### config.mk
export PLATFORM = sky130hd
export DESIGN_NAME = scmc_top
export DESIGN_NICKNAME = d
export VERILOG_FILES = /design/src/verilog/scmc_pkg.sv /design/src/verilog/scmc_reg_if.sv /design/src/verilog/scmc_top.sv /design/src/verilog/scmc_apb_slave.sv /design/src/verilog/scmc_cpu_div.sv
export SDC_FILE = /design/constraint.sdc
export NUM_CORES = 1
export LEC_CHECK = 0
export ABC_AREA = 1
export BUFFER_PORTS_ARGS = -buffer_cell sky130_fd_sc_hd__buf_2
export CORE_MARGIN = 2
export CORE_UTILIZATION = 30
export CTS_BUF_LIST = sky130_fd_sc_hd__clkbuf_8
export DETAILED_ROUTE_END_ITERATION = 16
export PLACE_DENSITY = 0.65
export SKIP_CTS_REPAIR_TIMING = 1
export SLEW_MARGIN = 0
export SYNTH_ARGS = -nofsm -noshare
export SYNTH_HDL_FRONTEND = slang
export SYNTH_SLANG_ARGS = --single-unit
### constraint.sdc
create_clock -name pclk -period 1.77 [get_ports pclk]
set_input_delay 0.0885 -clock pclk [delete_from_list [all_inputs] [get_ports pclk]]
set_output_delay 0.0885 -clock pclk [all_outputs]
set_load 0.01 [all_outputs]
### src/verilog/scmc_pkg.sv
// Constants and types shared by the system clock mode control block
package scmc_pkg;

  // ****************************************************************
  // Register indices (byte address is four times the index)
  // ****************************************************************
  localparam int unsigned SCMC_ADDR_W = 12;
  localparam logic [7:0] SCMC_IDX_CTRL_A = 8'h06;
  localparam logic [7:0] SCMC_IDX_CTRL_B = 8'h07;
  localparam logic [7:0] SCMC_IDX_CTRL_C = 8'h09;
  localparam logic [7:0] SCMC_IDX_PROTECT = 8'h0A;
  localparam logic [7:0] SCMC_IDX_DETECT = 8'h0C;
  localparam logic [7:0] SCMC_IDX_FAST = 8'h0D;
  localparam logic [7:0] SCMC_IDX_STATUS = 8'h0E;

  // ****************************************************************
  // Field positions
  // ****************************************************************
  localparam int unsigned A_PERIPH_GATE = 2;
  localparam int unsigned A_MAIN_HALT = 5;
  localparam int unsigned A_DIV8 = 6;
  localparam int unsigned A_SYNTH = 7;
  localparam int unsigned B_ALL_HALT = 0;
  localparam int unsigned B_FB_OFF = 1;
  localparam int unsigned B_PIN_SEL = 3;
  localparam int unsigned B_SLOW_OFF = 4;
  localparam int unsigned B_DIV_LO = 6;
  localparam int unsigned B_DIV_HI = 7;
  localparam int unsigned C_WAIT = 0;
  localparam int unsigned C_NODIV = 5;
  localparam int unsigned C_EXIT_LO = 6;
  localparam int unsigned C_EXIT_HI = 7;
  localparam int unsigned P_UNLOCK = 0;
  localparam int unsigned D_DET_EN = 0;
  localparam int unsigned D_DET_IRQ = 1;
  localparam int unsigned D_INT_SRC = 2;
  localparam int unsigned F_FAST_EN = 0;
  localparam int unsigned F_FAST_SEL = 1;

  // ****************************************************************
  // Reset values and writable masks
  // ****************************************************************
  localparam logic [7:0] SCMC_RST_A = 8'h28;
  localparam logic [7:0] SCMC_RST_B = 8'h20;
  localparam logic [7:0] SCMC_RST_C = 8'h00;
  localparam logic [7:0] SCMC_MASK_C = 8'hF9;
  localparam logic [7:0] SCMC_MASK_DETECT = 8'h07;
  localparam logic [7:0] SCMC_MASK_FAST = 8'h03;

  // ****************************************************************
  // Encodings
  // ****************************************************************
  localparam logic [1:0] SCMC_EXIT_KEEP = 2'h0;
  localparam logic [1:0] SCMC_EXIT_FAST = 2'h2;
  localparam logic [1:0] SCMC_EXIT_MAIN = 2'h3;
  localparam logic [1:0] SCMC_DET_AUTO = 2'h3;
  localparam logic [2:0] SCMC_SHIFT_DIV8 = 3'h3;
  localparam logic [2:0] SCMC_SHIFT_DIV16 = 3'h4;

  typedef enum logic [1:0] {SCMC_RUN, SCMC_WAIT, SCMC_STOP} scmc_mode_t;

endpackage : scmc_pkg

### src/verilog/scmc_reg_if.sv
// Internal register access carrier between bus slave and control core
`timescale 1ns/1ps
interface scmc_reg_if;
  logic wr_en;
  logic [7:0] idx;
  logic [7:0] wdata;
  logic [7:0] rdata;
  logic hit;
  modport bus (output wr_en, output idx, output wdata, input rdata, input hit);
  modport regs (input wr_en, input idx, input wdata, output rdata, output hit);
endinterface : scmc_reg_if

### src/verilog/scmc_top.sv
// System clock mode control: clock registers, wait and stop mode sequencing
`timescale 1ns/1ps

// Summary of operation
// - Peripheral clock gated in wait mode when the gate bit is 1.
// - Main oscillator halt acts only while an internal oscillator is selected.
// - Divide-by-8 bit forces CPU divide by 8, else divider field applies.
// - Entering stop mode sets the divide-by-8 bit.
// - All-clock halt enters stop mode and disables the feedback resistor.
// - Oscillator pin function bit, once 1, stays 1 until reset.
// - Slow oscillator off writable to 1 only while main clock selected.
// - Divider field: 00 none, 01 by 2, 10 by 4, 11 by 16.
// - Wait request stops CPU clock, oscillators keep running.
// - Interrupt ends wait, clears the wait bit; reset also ends it.
// - No-division on wait entry clears divide-by-8 and the divider field.
// - Exit selector: 00 keep, 01 reserved, 10 fast internal, 11 main.
// - Exit selector 10 sets internal source, fast enable and fast select.
// - Exit selector 11 clears main halt, sets pin function, selects main.
// - Source select bit; set automatically on main stop with detection 11.
module scmc_top
  import scmc_pkg::*;
(
  input wire logic pclk,
  input wire logic presetn,
  input wire logic [scmc_pkg::SCMC_ADDR_W-1:0] paddr,
  input wire logic psel,
  input wire logic penable,
  input wire logic pwrite,
  input wire logic [31:0] pwdata,
  output logic pready,
  output logic [31:0] prdata,
  output logic pslverr,
  input wire logic wake_irq,
  input wire logic main_clk_stop_det,
  output logic cpu_clk_en,
  output logic periph_clk_en,
  output logic wait_mode,
  output logic stop_mode,
  output logic main_osc_halt,
  output logic feedback_res_off,
  output logic osc_pin_function_sel,
  output logic slow_osc_off,
  output logic cpu_src_synth_sel,
  output logic internal_osc_source_sel,
  output logic stop_detect_enable,
  output logic stop_detect_irq_enable,
  output logic fast_osc_enable,
  output logic fast_osc_select
);
  import scmc_pkg::*;

  // ****************************************************************
  // Declarations
  // ****************************************************************
  scmc_reg_if rb ();

  scmc_mode_t mode_reg;
  logic [7:0] clk_ctrl_reg_a;
  logic [7:0] clk_ctrl_reg_b;
  logic [7:0] clk_ctrl_reg_c;
  logic [7:0] write_protect_reg;
  logic [7:0] osc_stop_detect_reg;
  logic [7:0] fast_osc_ctrl_reg;
  logic [7:0] status_word;
  logic clock_reg_unlock;
  logic wr_a;
  logic wr_b;
  logic wr_c;
  logic wr_detect;
  logic wr_fast;
  logic enter_wait;
  logic enter_stop;
  logic leaving;
  logic exit_fast;
  logic exit_main;
  logic nodiv_on_entry;
  logic auto_switch;
  logic [1:0] div_field;
  logic [2:0] cpu_shift;

  // ****************************************************************
  // Bus slave
  // ****************************************************************
  scmc_apb_slave u_apb (
    .pclk(pclk),
    .presetn(presetn),
    .paddr(paddr),
    .psel(psel),
    .penable(penable),
    .pwrite(pwrite),
    .pwdata(pwdata),
    .pready(pready),
    .prdata(prdata),
    .pslverr(pslverr),
    .rb(rb)
  );

  // ****************************************************************
  // Write strobes
  // ****************************************************************
  assign clock_reg_unlock = write_protect_reg[P_UNLOCK];

  // Locked writes are dropped silently; the bus still completes normally
  assign wr_a = rb.wr_en && (rb.idx == SCMC_IDX_CTRL_A) && clock_reg_unlock;
  assign wr_b = rb.wr_en && (rb.idx == SCMC_IDX_CTRL_B) && clock_reg_unlock;
  assign wr_c = rb.wr_en && (rb.idx == SCMC_IDX_CTRL_C) && clock_reg_unlock;
  assign wr_detect = rb.wr_en && (rb.idx == SCMC_IDX_DETECT) && clock_reg_unlock;
  assign wr_fast = rb.wr_en && (rb.idx == SCMC_IDX_FAST) && clock_reg_unlock;

  // ****************************************************************
  // Mode events
  // ****************************************************************
  assign enter_stop = (mode_reg == SCMC_RUN) && wr_b && rb.wdata[B_ALL_HALT];
  assign enter_wait = (mode_reg == SCMC_RUN) && wr_c && rb.wdata[C_WAIT]
                      && !enter_stop;
  // No-division is taken from the same write that requests wait
  assign nodiv_on_entry = enter_wait && rb.wdata[C_NODIV];
  assign leaving = (mode_reg != SCMC_RUN) && wake_irq;
  // Code 01 is reserved and treated like 00
  assign exit_fast = leaving
                     && (clk_ctrl_reg_c[C_EXIT_HI:C_EXIT_LO] == SCMC_EXIT_FAST);
  assign exit_main = leaving
                     && (clk_ctrl_reg_c[C_EXIT_HI:C_EXIT_LO] == SCMC_EXIT_MAIN);
  assign auto_switch = main_clk_stop_det
                       && (osc_stop_detect_reg[D_DET_IRQ:D_DET_EN] == SCMC_DET_AUTO);

  // ****************************************************************
  // Mode state machine
  // ****************************************************************
  always_ff @(posedge pclk or negedge presetn) begin
    if (!presetn) begin
      mode_reg <= SCMC_RUN;
    end else begin
      unique case (mode_reg)
        SCMC_RUN: begin
          if (enter_stop) begin
            mode_reg <= SCMC_STOP;
          end else if (enter_wait) begin
            mode_reg <= SCMC_WAIT;
          end
        end
        SCMC_WAIT: begin
          if (wake_irq) begin
            mode_reg <= SCMC_RUN;
          end
        end
        SCMC_STOP: begin
          if (wake_irq) begin
            mode_reg <= SCMC_RUN;
          end
        end
      endcase
    end
  end

  // ****************************************************************
  // Protect register
  // ****************************************************************
  always_ff @(posedge pclk or negedge presetn) begin
    if (!presetn) begin
      write_protect_reg <= 8'h00;
    end else if (rb.wr_en && (rb.idx == SCMC_IDX_PROTECT)) begin
      write_protect_reg <= {7'h00, rb.wdata[P_UNLOCK]};
    end
  end

  // ****************************************************************
  // Control register A
  // ****************************************************************
  always_ff @(posedge pclk or negedge presetn) begin
    if (!presetn) begin
      clk_ctrl_reg_a <= SCMC_RST_A;
    end else begin
      if (wr_a) begin
        clk_ctrl_reg_a <= rb.wdata;
      end
      if (enter_stop) begin
        clk_ctrl_reg_a[A_DIV8] <= 1'b1;
      end
      if (nodiv_on_entry) begin
        clk_ctrl_reg_a[A_DIV8] <= 1'b0;
      end
      if (exit_main) begin
        clk_ctrl_reg_a[A_MAIN_HALT] <= 1'b0;
      end
    end
  end

  // ****************************************************************
  // Control register B
  // ****************************************************************
  always_ff @(posedge pclk or negedge presetn) begin
    if (!presetn) begin
      clk_ctrl_reg_b <= SCMC_RST_B;
    end else begin
      if (wr_b) begin
        clk_ctrl_reg_b <= rb.wdata;
        // Pin function cannot be returned to general I/O by software
        clk_ctrl_reg_b[B_PIN_SEL] <= rb.wdata[B_PIN_SEL]
                                     | clk_ctrl_reg_b[B_PIN_SEL];
        clk_ctrl_reg_b[B_SLOW_OFF] <= rb.wdata[B_SLOW_OFF]
                                      && !internal_osc_source_sel;
      end
      // Cleared at the same edge that selects the internal source, so the two never overlap
      if (internal_osc_source_sel || exit_fast || auto_switch
          || (wr_detect && rb.wdata[D_INT_SRC])) begin
        clk_ctrl_reg_b[B_SLOW_OFF] <= 1'b0;
      end
      if (nodiv_on_entry) begin
        clk_ctrl_reg_b[B_DIV_HI:B_DIV_LO] <= 2'h0;
      end
      if (leaving) begin
        clk_ctrl_reg_b[B_ALL_HALT] <= 1'b0;
      end
      if (exit_main) begin
        clk_ctrl_reg_b[B_PIN_SEL] <= 1'b1;
      end
    end
  end

  // ****************************************************************
  // Control register C
  // ****************************************************************
  always_ff @(posedge pclk or negedge presetn) begin
    if (!presetn) begin
      clk_ctrl_reg_c <= SCMC_RST_C;
    end else begin
      if (wr_c) begin
        clk_ctrl_reg_c <= rb.wdata & SCMC_MASK_C;
      end
      if (leaving) begin
        clk_ctrl_reg_c[C_WAIT] <= 1'b0;
      end
    end
  end

  // ****************************************************************
  // Oscillation stop detection control
  // ****************************************************************
  always_ff @(posedge pclk or negedge presetn) begin
    if (!presetn) begin
      osc_stop_detect_reg <= 8'h00;
    end else begin
      if (wr_detect) begin
        osc_stop_detect_reg <= rb.wdata & SCMC_MASK_DETECT;
      end
      if (exit_main) begin
        osc_stop_detect_reg[D_INT_SRC] <= 1'b0;
      end
      if (exit_fast) begin
        osc_stop_detect_reg[D_INT_SRC] <= 1'b1;
      end
      // Detected stop wins over a same-cycle software clear
      if (auto_switch) begin
        osc_stop_detect_reg[D_INT_SRC] <= 1'b1;
      end
    end
  end

  // ****************************************************************
  // Fast internal oscillator control
  // ****************************************************************
  always_ff @(posedge pclk or negedge presetn) begin
    if (!presetn) begin
      fast_osc_ctrl_reg <= 8'h00;
    end else begin
      if (wr_fast) begin
        fast_osc_ctrl_reg <= rb.wdata & SCMC_MASK_FAST;
      end
      if (exit_fast) begin
        fast_osc_ctrl_reg[F_FAST_EN] <= 1'b1;
        fast_osc_ctrl_reg[F_FAST_SEL] <= 1'b1;
      end
    end
  end

  // ****************************************************************
  // CPU clock divider
  // ****************************************************************
  assign div_field = clk_ctrl_reg_b[B_DIV_HI:B_DIV_LO];

  always_comb begin
    if (clk_ctrl_reg_a[A_DIV8]) begin
      cpu_shift = SCMC_SHIFT_DIV8;
    end else if (div_field == 2'h3) begin
      cpu_shift = SCMC_SHIFT_DIV16;
    end else begin
      cpu_shift = {1'b0, div_field};
    end
  end

  // The CPU clock simply stops outside run mode
  scmc_cpu_div u_div (
    .pclk(pclk),
    .presetn(presetn),
    .run(mode_reg == SCMC_RUN),
    .shift(cpu_shift),
    .cpu_clk_en(cpu_clk_en)
  );

  // ****************************************************************
  // Outputs
  // ****************************************************************
  assign wait_mode = (mode_reg == SCMC_WAIT);
  assign stop_mode = (mode_reg == SCMC_STOP);
  assign periph_clk_en = (mode_reg == SCMC_RUN)
                         || (wait_mode && !clk_ctrl_reg_a[A_PERIPH_GATE]);
  // The bit alone does not mean the main oscillator has stopped
  assign main_osc_halt = clk_ctrl_reg_a[A_MAIN_HALT] && internal_osc_source_sel;
  assign feedback_res_off = clk_ctrl_reg_b[B_FB_OFF] || stop_mode;
  assign osc_pin_function_sel = clk_ctrl_reg_b[B_PIN_SEL];
  assign slow_osc_off = clk_ctrl_reg_b[B_SLOW_OFF];
  assign cpu_src_synth_sel = clk_ctrl_reg_a[A_SYNTH];
  assign internal_osc_source_sel = osc_stop_detect_reg[D_INT_SRC];
  assign stop_detect_enable = osc_stop_detect_reg[D_DET_EN];
  assign stop_detect_irq_enable = osc_stop_detect_reg[D_DET_IRQ];
  assign fast_osc_enable = fast_osc_ctrl_reg[F_FAST_EN];
  assign fast_osc_select = fast_osc_ctrl_reg[F_FAST_SEL];

  // ****************************************************************
  // Register read mux
  // ****************************************************************
  assign status_word = {4'h0, main_clk_stop_det, clock_reg_unlock, stop_mode, wait_mode};

  always_comb begin
    rb.hit = 1'b1;
    unique case (rb.idx)
      SCMC_IDX_CTRL_A: rb.rdata = clk_ctrl_reg_a;
      SCMC_IDX_CTRL_B: rb.rdata = clk_ctrl_reg_b;
      SCMC_IDX_CTRL_C: rb.rdata = clk_ctrl_reg_c;
      SCMC_IDX_PROTECT: rb.rdata = write_protect_reg;
      SCMC_IDX_DETECT: rb.rdata = osc_stop_detect_reg;
      SCMC_IDX_FAST: rb.rdata = fast_osc_ctrl_reg;
      SCMC_IDX_STATUS: rb.rdata = status_word;
      default: begin
        rb.rdata = 8'h00;
        rb.hit = 1'b0;
      end
    endcase
  end

endmodule : scmc_top

### src/verilog/scmc_apb_slave.sv
// APB slave front end: decode, one-wait-free access, registered read data
`timescale 1ns/1ps
module scmc_apb_slave
  import scmc_pkg::*;
(
  input wire logic pclk,
  input wire logic presetn,
  input wire logic [scmc_pkg::SCMC_ADDR_W-1:0] paddr,
  input wire logic psel,
  input wire logic penable,
  input wire logic pwrite,
  input wire logic [31:0] pwdata,
  output logic pready,
  output logic [31:0] prdata,
  output logic pslverr,
  scmc_reg_if.bus rb
);
  import scmc_pkg::*;

  logic addr_ok;
  logic err_reg;
  logic [31:0] rdata_reg;

  // Unaligned or out-of-map words are refused with an error
  assign addr_ok = (paddr[1:0] == 2'h0) && (paddr[SCMC_ADDR_W-1:10] == '0) && rb.hit;
  assign rb.idx = paddr[9:2];
  assign rb.wdata = pwdata[7:0];
  assign rb.wr_en = psel && penable && pwrite && addr_ok;
  assign pready = 1'b1;
  assign prdata = rdata_reg;
  assign pslverr = err_reg && penable;

  // Read data is latched in the setup cycle so it comes from a flip-flop
  always_ff @(posedge pclk or negedge presetn) begin
    if (!presetn) begin
      rdata_reg <= 32'h0;
      err_reg <= 1'b0;
    end else if (psel && !penable) begin
      rdata_reg <= (pwrite || !addr_ok) ? 32'h0 : {24'h0, rb.rdata};
      err_reg <= !addr_ok;
    end
  end

endmodule : scmc_apb_slave

### src/verilog/scmc_cpu_div.sv
// CPU clock enable divider: one pulse every 2**shift cycles while running
`timescale 1ns/1ps
module scmc_cpu_div
  import scmc_pkg::*;
(
  input wire logic pclk,
  input wire logic presetn,
  input wire logic run,
  input wire logic [2:0] shift,
  output logic cpu_clk_en
);
  import scmc_pkg::*;

  logic [3:0] cnt_reg;
  logic [3:0] limit;

  assign limit = 4'((5'h01 << shift) - 5'h01);

  // A ratio change restarts cleanly because a count at or above a lowered limit wraps at the next edge
  always_ff @(posedge pclk or negedge presetn) begin
    if (!presetn) begin
      cnt_reg <= 4'h0;
      cpu_clk_en <= 1'b0;
    end else if (!run) begin
      cnt_reg <= 4'h0;
      cpu_clk_en <= 1'b0;
    end else if (cnt_reg >= limit) begin
      cnt_reg <= 4'h0;
      cpu_clk_en <= 1'b1;
    end else begin
      cnt_reg <= cnt_reg + 4'h1;
      cpu_clk_en <= 1'b0;
    end
  end

endmodule : scmc_cpu_div

After elaboration in Yosys (flattened, before gate mapping) --
Cells that the tools add are included. W data, S select, Z words.
Word-level totals: flip-flop bits (word level) 68, output and inout bits 48, word-level logic and storage cells 128
Operators by class: add/sub/neg operators 2, order comparisons 1, equal/unequal tests 15, shifts and indexed selects 1, multiplexer cells 30, bitwise gates (word level) 1, reductions and logical operators 59
Operators with widths (count):
- $pmux W8 S7 | 1
- $eq A8 B4 Y1 const B | 5
- $logic_and A1 B1 Y1 | 32
- $eq A8 B3 Y1 const B | 2
- $mux W8 | 2
- $reduce_bool A2 Y1 | 8
- $mux W1 | 14
- $mux W2 | 6
- $eq A2 B2 Y1 const B | 5
- $mux W3 | 3
- $mux W4 | 2
- $mux W7 | 1
- $reduce_or A7 Y1 | 1
- $logic_not A2 Y1 | 3
- $logic_or A1 B1 Y1 | 6
- $logic_not A1 Y1 | 5
- $add A4 B1 Y4 const B | 1
- $ge A4 B4 Y1 | 1
- $pmux W2 S2 | 1
- $reduce_bool A4 Y1 | 1
- $shl A1 B3 Y4 const A | 1
- $sub A4 B1 Y4 const B | 1
- $ne A3 B3 Y1 const B | 1
- $reduce_bool A3 Y1 | 1
- other kinds (5) | 5

Longest topological paths before layout --
Gate-level depths: netlist of run 1.
depth after elaboration 14, mapped depth 15, depth with buffers taken out 15

Hierarchy --
From an unflattened synthesis of run 1, not the netlist that was laid out.
Unflattened totals: cell total of the unflattened synthesis 395, area, all modules 3002.9 µm²
Modules (own cells, without submodules):
- scmc_top | times used 1, cells each 243, area each 1830.5 µm², seq. area each 754.5 µm²
- scmc_apb_slave | times used 1, cells each 108, area each 809.5 µm², seq. area each 225.2 µm²
- scmc_cpu_div | times used 1, cells each 44, area each 362.8 µm², seq. area each 125.1 µm²

Worst setup path after synthesis of run 1 --
OpenSTA, ideal clock, no wires.
path type register to register, start register mode_reg[0], end register clk_ctrl_reg_b[4], arrival 1.337 ns, required time 1.649 ns, slack 0.312 ns, cell stages (with the launch flop) 10, path buffers 1, path through dfrtp_1 > inv_1 > ha_1 > clkbuf_1 > nor2_1 > nand2_1 > nor2_1 > nor3_1 > o211ai_1 > nor2_1
On the way: cells in the longest elaborated chain, start to end 7, elaborated cells on any way between the ends 8, classes of those cells mux: 1; reduce/logical: 7
RTL lines:
- from (decl) | line scmc_top.sv:57 | scmc_mode_t mode_reg;
- from (signal assigned) | line scmc_top.sv:132 | mode_reg <= SCMC_RUN;
- from (signal assigned) | line scmc_top.sv:137 | mode_reg <= SCMC_STOP;
- from (signal assigned) | line scmc_top.sv:139 | mode_reg <= SCMC_WAIT;
- $reduce_bool A2 Y1 (*) | line scmc_top.sv:118 | assign leaving = (mode_reg != SCMC_RUN) && wake_irq;
- $logic_and A1 B1 Y1 (*) | line scmc_top.sv:118
- $logic_and A1 B1 Y1 (*) | line scmc_top.sv:121 | && (clk_ctrl_reg_c[C_EXIT_HI:C_EXIT_LO] == SCMC_EXIT_FAST);
- $logic_or A1 B1 Y1 (*) (2 in series) | line scmc_top.sv:205 | if (internal_osc_source_sel || exit_fast || auto_switch
- $logic_or A1 B1 Y1 (*) | line scmc_top.sv:206 | || (wr_detect && rb.wdata[D_INT_SRC])) begin
- $mux W1 or $reduce_bool A2 Y1 (tied branches)
- to (signal assigned) | line scmc_top.sv:197 | clk_ctrl_reg_b <= rb.wdata;
- to (signal, indexed assignment) | line scmc_top.sv:199 | clk_ctrl_reg_b[B_PIN_SEL] <= rb.wdata[B_PIN_SEL]
- to (signal, indexed assignment) | line scmc_top.sv:201 | clk_ctrl_reg_b[B_SLOW_OFF] <= rb.wdata[B_SLOW_OFF]
- to (decl) | line scmc_top.sv:59 | logic [7:0] clk_ctrl_reg_b;
Mark *: on every way between the ends. The rest lies on a longest branch, timed or not. A chain may end at the register's enable or synchronous reset.

Final worst setup path of run 1 --
Same ends and word-level chain as after synthesis.

==> impl_metrics.yaml, run 1 <==
global_route:
  grt_pass1_wl_microns: 10360
  antenna_found_initial: 0
  grt_usage_pct: 13.27
  grt_pass1_vias: 2232
  grt-ovfl-total: 0
  grt_max_degree: 20
die:
  core_area_sq_um: 8593
  die-width_microns: 97.63
  die_y_microns: 97.63
  fp-row-count: 34
  start_util_pct: 30.61
  ios: 99
  die_area_sq_um: 9532
setup_path:
  crit_required_ns: 1.95
  crit_chain: "inv_1 -> ha_1 -> nor2_1 -> nand2_1 -> nor2_2 -> nor3_1 -> o211ai_1 -> nor2_1"
  slowest_delay_ns: 0.38
  cp_slowest_cell: "dfrtp_1"
  start_kind: "flop"
  critical_path_depth: 8
  ff2ff_path_depth: 8
  endpoint_kind: "flop"
  critPathKind: "reg -> reg"
  reg2reg_from: "mode_reg[0]"
  worst-path-max-fanout: 3
  arrival_ns: 1.74
  r2r_end: "clk_ctrl_reg_b[4]"
  cp_top_family: "simple AND/OR/NAND/NOR gates"
  r2r_slack_ns: 0.21
  crit_path_frequent_cell: "nor2_1"
  crit_start: "mode_reg[0]"
  path_buf_inv: 1
  crit_end: "clk_ctrl_reg_b[4]"
logic_synthesis:
  netlist_top_cells_area: "dfrtp_1 39%, nand2_1 12%, buf_4 7.1%, inv_1 6.0%, nor2_1 5.0%"
  synth_cell_type_count: 38
  synth_top_cell_area_share_pct: 39.01
  synth-seq-cells: 44
  ys.flop_type: "dfrtp_1"
  yosys_warnings: 0
  seq_area_frac_synth_pct: 42.01
  avgSynthCellArea_sq_um: 7.713
  synth_edf_count: 0
  synthArstFlopShare_pct: 100.0
  synth_largest_area_cell: "dfrtp_1"
  synth_cells: 341
  netlist_area_sq_um: 2630
power:
  switching_share_pct: 28.23
  p_per_area_nw_per_um2: 662.6
  p_leak_nw: 1.679
  internal-power_mw: 1.472
  p_switching_uw: 579.1
  power.share.clock_pct: 31.8
  combPwrFrac_pct: 17.3
  ir_worst_vdd_mv: 0.2655
  seqPwrFrac_pct: 50.9
sta:
  slew_viol_final: 0
  finClkSkew_ns: 0.007837
  max_freq_mhz: 642.4
  min_period_ns: 1.557
  setup-tns-final_ns: 0
  rsz0062_at_grt: "no"
  setup_ws_ns: 0.2133
  setup_viol: 0
  fin_crit_sh_pct: 87.95
  hold_violations: 0
hold_path:
  worstHoldStart: "pwdata[7]"
  worst_hold_path_type: "in -> reg"
final_layout:
  drive_above_1_share_pct: 22.11
  diodes: 0
  final_nets: 465
  syn_to_final_growth_pct: 17.70
  mostFrequentLayoutCells: "84 x nand2_1, 49 x buf_2, 42 x inv_1"
  fill_cells: 930
  layout_commonest_cell: "nand2_1"
  fin_util_pct: 36.02
clock_tree:
  cts_buffers: 5
  clk_latency_ns: 0.30
  cts_max_path_buffers: 2
  cts_tree: "done"
  cts_sinks: 44
  clk_pin_slew_ns: 0.08
  cts_root_buf: "clkbuf_8"
  htreeDepth: 2
placed_design:
  routabilityCongestion: 0.8646
  place_hpwl_microns: 5144
  portBuffers: 49
  post-place-ws_ns: 0.09968
outcome:
  status: "finished clean"
drt:
  remaining_drc_errors: 0
  wire_per_inst_microns: 12.03
  via_per_inst: 4.489
  postRouteAntennaNets: 0
  routed_wl_microns: 6195
  firstDrtPassIters: 4
  drtIter0Drc: 156
  routed-via-count: 2312
job:
  maxCapViolations: 0
[per-layer routing]
layer,vias up,wire (microns),global-route usage [%]
met5,-,0,0
met4,0,82,3.526
met2,74,2902,22.39
li1,1169,-,-
met1,1062,2800,16.91
met3,7,410,3.381
[worst min-delay path by stage]
stage	endpoint	slack, ns	depth (start not counted)
after floorplan	clk_ctrl_reg_a[0]	-0.21	0
after global placement	u_div.cnt_reg[1]	0.04	1
after detailed placement	u_div.cnt_reg[1]	0.05	1
after CTS	mode_reg[0]	-0.27	1
after global routing	clk_ctrl_reg_b[7]	0.03	3
final	clk_ctrl_reg_b[7]	0.01	3
[layout make-up]
| type | count | area (sq um) | area share [%] |
|---|---|---|---|
| Sequential cell | 44 | 1105 | 35.69 |
| Tap cell | 108 | 135.1 | 4.365 |
| Timing Repair Buffer | 64 | 360.3 | 11.64 |
| Inverter | 46 | 172.7 | 5.578 |
| Clock buffer | 6 | 82.58 | 2.668 |
| Clock inverter | 2 | 10.01 | 0.3234 |
| Multi-Input combinational cell | 245 | 1230 | 39.73 |
[tightest hold or removal path, stage by stage]
cell	delay, ns
buf_2	0.08
nand2_1	0.05
nand2_1	0.05
[synth_stat cells, drive strengths merged, types with 3 or more instances]
library cell and n:
a21oi 10, a221oi 3, buf 27, dfrtp 41, dfstp 3, ha 8
inv 45, nand2 90, nand3 15, nand4 5, nor2 38, nor3 3
o211ai 5, o21ai 31, o22ai 3
[logic make-up (layout without fill, tap and decap cells)]
logic type / after synthesis / in the layout / synth area share [%]
AO/OA/AOI/OAI: 55 / 55 / 11.85
XOR/XNOR: 2 / 2 / 0.6662
adder cells (fa/ha/maj): 8 / 8 / 3.806
buffers and inverters: 75 / 118 / 14.60
flip-flops: 44 / 44 / 42.01
other: 2 / 25 / 0.2855
AND/OR/NAND/NOR: 155 / 155 / 26.78
[power by group through the flow]
stage	sequential (mW)	clock, mW	combinational (mW)
after global routing	1.05	0.704	0.409
after floorplan	1.07	0	0.243
after CTS	1.05	0.673	0.361
after detailed placement	1.06	0	0.360
final	1.04	0.652	0.355
after global placement	1.06	0	0.356
[per-stage QoR]
stage | total power [mW] | cells | cell area, sq um | hold slack, ns
after CTS | 2.079 | 514 | 3083 | -0.2725
after global routing | 2.160 | 515 | 3095 | 0.02679
after global placement | 1.419 | 506 | 2990 | 0.04002
final | 2.051 | 515 | 3095 | 0.01094
after floorplan | 1.313 | 364 | 2716 | -0.2071
after detailed placement | 1.425 | 506 | 2990 | 0.05102
Power figures use the tool's default switching activity.
==> run 2: changes to the inputs <==
--- a/config.mk
+++ b/config.mk
@@ -6,12 +6,14 @@
 export NUM_CORES = 1
 export LEC_CHECK = 0
 export ABC_AREA = 1
-export BUFFER_PORTS_ARGS = -buffer_cell sky130_fd_sc_hd__buf_2
+export CELL_PAD_IN_SITES_DETAIL_PLACEMENT = 1
+export CELL_PAD_IN_SITES_GLOBAL_PLACEMENT = 2
 export CORE_MARGIN = 2
-export CORE_UTILIZATION = 30
+export CORE_UTILIZATION = 36
 export CTS_BUF_LIST = sky130_fd_sc_hd__clkbuf_8
 export DETAILED_ROUTE_END_ITERATION = 16
-export PLACE_DENSITY = 0.65
+export DONT_BUFFER_PORTS = 1
+export PLACE_DENSITY = 0.94
 export SKIP_CTS_REPAIR_TIMING = 1
 export SLEW_MARGIN = 0
 export SYNTH_ARGS = -nofsm -noshare
==> run 2 against run 1 <==
  * The flow now finishes with violations (hold timing)
  * Die area down 16%
  * Via count down 3.7%
  * Clock power up 41%
  * Global-route usage up 4.3 points
  * Register-to-register slack worse by 0.06 ns
  * Critical path type unchanged
  * Largest cell class unchanged
  * Largest power group unchanged
==> impl_metrics.yaml, run 2 (synthesis results as in run 1) <==
outcome:
  status: "complete, but fails checks"
  violations: "hold timing"
clock_tree:
  cts_tree: "done"
  htreeDepth: 2
  cts_sinks: 44
  clk_latency_ns: 0.30
  clk_pin_slew_ns: 0.08
  cts_root_buf: "clkbuf_8"
  cts_buffers: 5
  cts_max_path_buffers: 2
final_layout:
  diodes: 0
  layout_commonest_cell: "nand2_1"
  syn_to_final_growth_pct: 11.37
  drive_above_1_share_pct: 10.00
  fin_area_sq_um: 2929
  fill_cells: 916
  final_nets: 418
  multiInputGateArea_sq_um: 1230
  fin_util_pct: 40.82
  register_area_sq_um: 1105
  mostFrequentLayoutCells: "84 x nand2_1, 43 x inv_1, 41 x dfrtp_1"
global_route:
  antenna_found_initial: 0
  grt_usage_pct: 17.61
  grt_pass1_vias: 2165
  busiest_layer: "met2"
  grt_use_met2_pct: 29.90
  grt-ovfl-total: 0
  grt_max_degree: 45
  grt_use_met1_pct: 22.31
  use_met3_pct: 4.247
  grt_pass1_wl_microns: 10700
placed_design:
  portBuffers: 0
  place_hpwl_microns: 5321
  routabilityCongestion: 0.8263
  placed_cell_area_sq_um: 2696
sta:
  hold_violations: 1
  fin_crit_sh_pct: 91.16
  rsz0062_at_grt: "no"
  whs_ns: -0.03047
  min_period_ns: 1.613
  setup_viol: 0
  max_freq_mhz: 619.8
  slew_viol_final: 0
  setup-tns-final_ns: 0
  finClkSkew_ns: 0.007447
setup_path:
  slowest_delay_ns: 0.43
  critPathKind: "reg -> reg"
  worst-path-max-fanout: 5
  crit_required_ns: 1.99
  arrival_ns: 1.84
  cp_slowest_cell: "dfrtp_1"
  crit_path_frequent_cell: "nor2_1"
  start_kind: "flop"
  endpoint_kind: "flop"
  crit_chain: "nor2_1 -> ha_1 -> inv_1 -> nor2_1 -> o211ai_1 -> nand4_1 -> nor2_1"
die:
  start_util_pct: 36.65
  die_y_microns: 89.47
  fp-row-count: 31
  core_area_sq_um: 7176
  die-width_microns: 89.47
  ios: 99
  die_area_sq_um: 8005
job:
  maxCapViolations: 0
drt:
  drtIter0Drc: 122
  wire_per_inst_microns: 14.91
  remaining_drc_errors: 0
  routed_wl_microns: 6845
  via_per_inst: 4.850
  postRouteAntennaNets: 0
  routed-via-count: 2226
  firstDrtPassIters: 4
power:
  p_leak_nw: 1.492
  total_power_mw: 2.304
  p_per_area_nw_per_um2: 786.5
  ir_worst_vdd_mv: 0.2928
hold_path:
  worst_hold_path_type: "in -> reg"
-- run 2: final timing paths --
| kind | startpoint | endpoint | slack (ns) | depth (start not counted) |
|---|---|---|---|---|
| worst min-delay path | pwdata[5] | clk_ctrl_reg_b[5] | -0.03 | 2 |
| min in group asynchronous | presetn | u_apb.prdata[4] | 0.30 | 2 |
| worst min register to register | clk_ctrl_reg_b[5] | clk_ctrl_reg_b[5] | 0.49 | 2 |
| worst max-delay path | clk_ctrl_reg_b[7] | u_div.cnt_reg[0] | 0.16 | 7 |
| max in group asynchronous | presetn | clk_ctrl_reg_b[5] | 1.19 | 2 |
| worst max register to register | clk_ctrl_reg_b[7] | u_div.cnt_reg[0] | 0.16 | 7 |
-- run 2: layout make-up --
| type | instances | share of cell area [%] |
|---|---|---|
| Clock buffer | 5 | 2.349 |
| Clock inverter | 3 | 2.179 |
| Inverter | 46 | 5.895 |
| Multi-Input combinational cell | 245 | 41.99 |
| Sequential cell | 44 | 37.72 |
| Tap cell | 99 | 4.229 |
| Timing Repair Buffer | 17 | 5.639 |
-- run 2: where the power goes --
part	switching [mW]	internal (mW)	total (mW)
Sequential	0.0241	1.03	1.06
Clock	0.358	0.559	0.917
Combinational	0.224	0.108	0.331
Total	0.605	1.70	2.30
-- run 2: metal layers --
layer | wire [microns] | vias up
met5 | 0 | -
met1 | 2944 | 1087
met4 | 82 | 0
met3 | 404 | 4
met2 | 3414 | 63
li1 | - | 1072
-- run 2: critical path: cells and delay by family, from the launching register on --
family | cells | cell delay, ns
buffers and inverters | 1 | 0.07
adder cells (fa/ha/maj) | 1 | 0.26
AND/OR/NAND/NOR | 4 | 0.58
flip-flops | 1 | 0.43
AO/OA/AOI/OAI | 1 | 0.19
-- run 2: metrics by stage --
step                      cells  setup slack, ns
after floorplan             364           0.3120
after global placement      443           0.1228
after detailed placement    443          0.09103
after CTS                   451          0.09973
after global routing        459          0.03537
final                       459           0.1565
==> run 3: changes to the inputs <==
--- a/config.mk
+++ b/config.mk
@@ -14,8 +14,10 @@
 export DETAILED_ROUTE_END_ITERATION = 16
 export DONT_BUFFER_PORTS = 1
 export PLACE_DENSITY = 0.94
+export RECOVER_POWER = 25
 export SKIP_CTS_REPAIR_TIMING = 1
 export SLEW_MARGIN = 0
 export SYNTH_ARGS = -nofsm -noshare
 export SYNTH_HDL_FRONTEND = slang
 export SYNTH_SLANG_ARGS = --single-unit
+export TNS_END_PERCENT = 50
==> run 3 against run 2 <==
  * The flow still finishes with violations (hold timing)
  * Highest routed layer unchanged
  * Non-clock buffer count unchanged
  * Critical endpoint unchanged
  * Power decreased by 0.27%
  * Core utilization down 0.31 points
  * Largest power group unchanged
  * Register-to-register slack about the same
  * Worst hold slack about the same
  * Cell count unchanged
==> impl_metrics.yaml, run 3 (synthesis results as in run 1) <==
outcome:
  status: "complete, but fails checks"
  violations: "hold timing"
placed_design:
  place_hpwl_microns: 5321
  portBuffers: 0
  placed_cell_area_sq_um: 2696
  routabilityCongestion: 0.8263
  post-place-ws_ns: 0.09103
  place_inst: 443
sta:
  min_period_ns: 1.613
  setup_ws_ns: 0.1565
  fin_crit_sh_pct: 91.16
  tightest_slew_ns: 1.093
  whs_ns: -0.03074
  slew_headroom_pct: 27.12
  finClkSkew_ns: 0.007447
  setup-tns-final_ns: 0
  setup_viol: 0
  max_freq_mhz: 619.8
  hold_violations: 1
  rsz0062_at_grt: "no"
  slew_viol_final: 0
drt:
  drtIter0Drc: 122
  routed_wl_microns: 6848
  routed-via-count: 2224
  remaining_drc_errors: 0
  via_per_inst: 4.845
  wire_per_inst_microns: 14.92
  firstDrtPassIters: 4
  postRouteAntennaNets: 0
die:
  die_area_sq_um: 8005
  fp-row-count: 31
  start_util_pct: 36.65
  die-width_microns: 89.47
  die_y_microns: 89.47
  core_area_sq_um: 7176
  ios: 99
clock_tree:
  clk_pin_slew_ns: 0.08
  cts_max_path_buffers: 2
  cts_sinks: 44
  cts_tree: "done"
  htreeDepth: 2
  cts_buffers: 5
  cts_root_buf: "clkbuf_8"
  clk_latency_ns: 0.30
power:
  ir_worst_vdd_mv: 0.2928
  p_leak_nw: 1.484
  total_power_mw: 2.298
  p_per_area_nw_per_um2: 790.5
global_route:
  use_met3_pct: 4.247
  antenna_found_initial: 0
  grt-ovfl-total: 0
  busiest_layer: "met2"
  grt_use_met1_pct: 22.31
  grt_pass1_vias: 2165
  grt_pass1_wl_microns: 10700
  grt_max_degree: 45
  grt_use_met2_pct: 29.90
  grt_usage_pct: 17.61
setup_path:
  worst-path-max-fanout: 5
  arrival_ns: 1.84
  cp_slowest_cell: "dfrtp_1"
  ff2ff_path_depth: 7
  crit_chain: "nor2_1 -> ha_1 -> inv_1 -> nor2_1 -> o211ai_1 -> nand4_1 -> nor2_1"
  critPathKind: "reg -> reg"
  endpoint_kind: "flop"
  crit_end: "u_div.cnt_reg[0]"
  reg2reg_from: "clk_ctrl_reg_b[7]"
  crit_start: "clk_ctrl_reg_b[7]"
  r2r_end: "u_div.cnt_reg[0]"
  crit_required_ns: 1.99
  r2r_slack_ns: 0.16
  slowest_delay_ns: 0.43
  start_kind: "flop"
  crit_path_frequent_cell: "nor2_1"
job:
  maxCapViolations: 0
final_layout:
  mostFrequentLayoutCells: "84 x nand2_1, 43 x inv_1, 41 x dfrtp_1"
  layout.cells.non_filler: 459
  diodes: 0
  fin_area_sq_um: 2907
  syn_to_final_growth_pct: 10.51
  drive_above_1_share_pct: 10.00
  fill_cells: 919
  fin_util_pct: 40.51
  layout_commonest_cell: "nand2_1"
  final_nets: 418
hold_path:
  worst_hold_path_type: "in -> reg"
run 3: per-layer routing:
layer,wire length (microns),vias up
met5,0,-
li1,-,1071
met3,404,4
met4,82,0
met2,3409,63
met1,2952,1086
run 3: report_power, final:
| part | total [mW] | internal [mW] | switching, mW |
|---|---|---|---|
| clock | 0.917 | 0.559 | 0.358 |
| combinational | 0.325 | 0.102 | 0.223 |
| sequential | 1.06 | 1.03 | 0.0241 |
run 3: cell type report:
type | instances | area [sq um] | share of cell area, %
clock buffer | 5 | 68.82 | 2.368
clock inverter | 3 | 63.81 | 2.195
inverter | 46 | 172.7 | 5.941
multi-input combinational | 245 | 1230 | 42.32
sequential | 44 | 1105 | 38.01
tap | 99 | 123.9 | 4.262
timing repair buffer | 17 | 142.6 | 4.907
run 3: worst max-delay path: cells and delay by family, from the launching register on:
| kind | cells | cell delay, ns |
|---|---|---|
| AO/OA/AOI/OAI | 1 | 0.19 |
| adder cells (fa/ha/maj) | 1 | 0.26 |
| buffers and inverters | 1 | 0.07 |
| flip-flops | 1 | 0.43 |
| AND/OR/NAND/NOR | 4 | 0.58 |
run 3: how the worst min path moves through the flow:
stage	startpoint	end	slack [ns]	cells past startpoint
detailed placement	presetn	u_apb.prdata[6]	-0.21	0
global placement	presetn	u_div.cpu_clk_en	-0.21	0
CTS	presetn	clk_ctrl_reg_a[1]	-0.54	0
global route	pwdata[5]	clk_ctrl_reg_b[5]	0.002	2
finish	pwdata[5]	clk_ctrl_reg_b[5]	-0.03	2
floorplan	presetn	clk_ctrl_reg_a[0]	-0.21	0
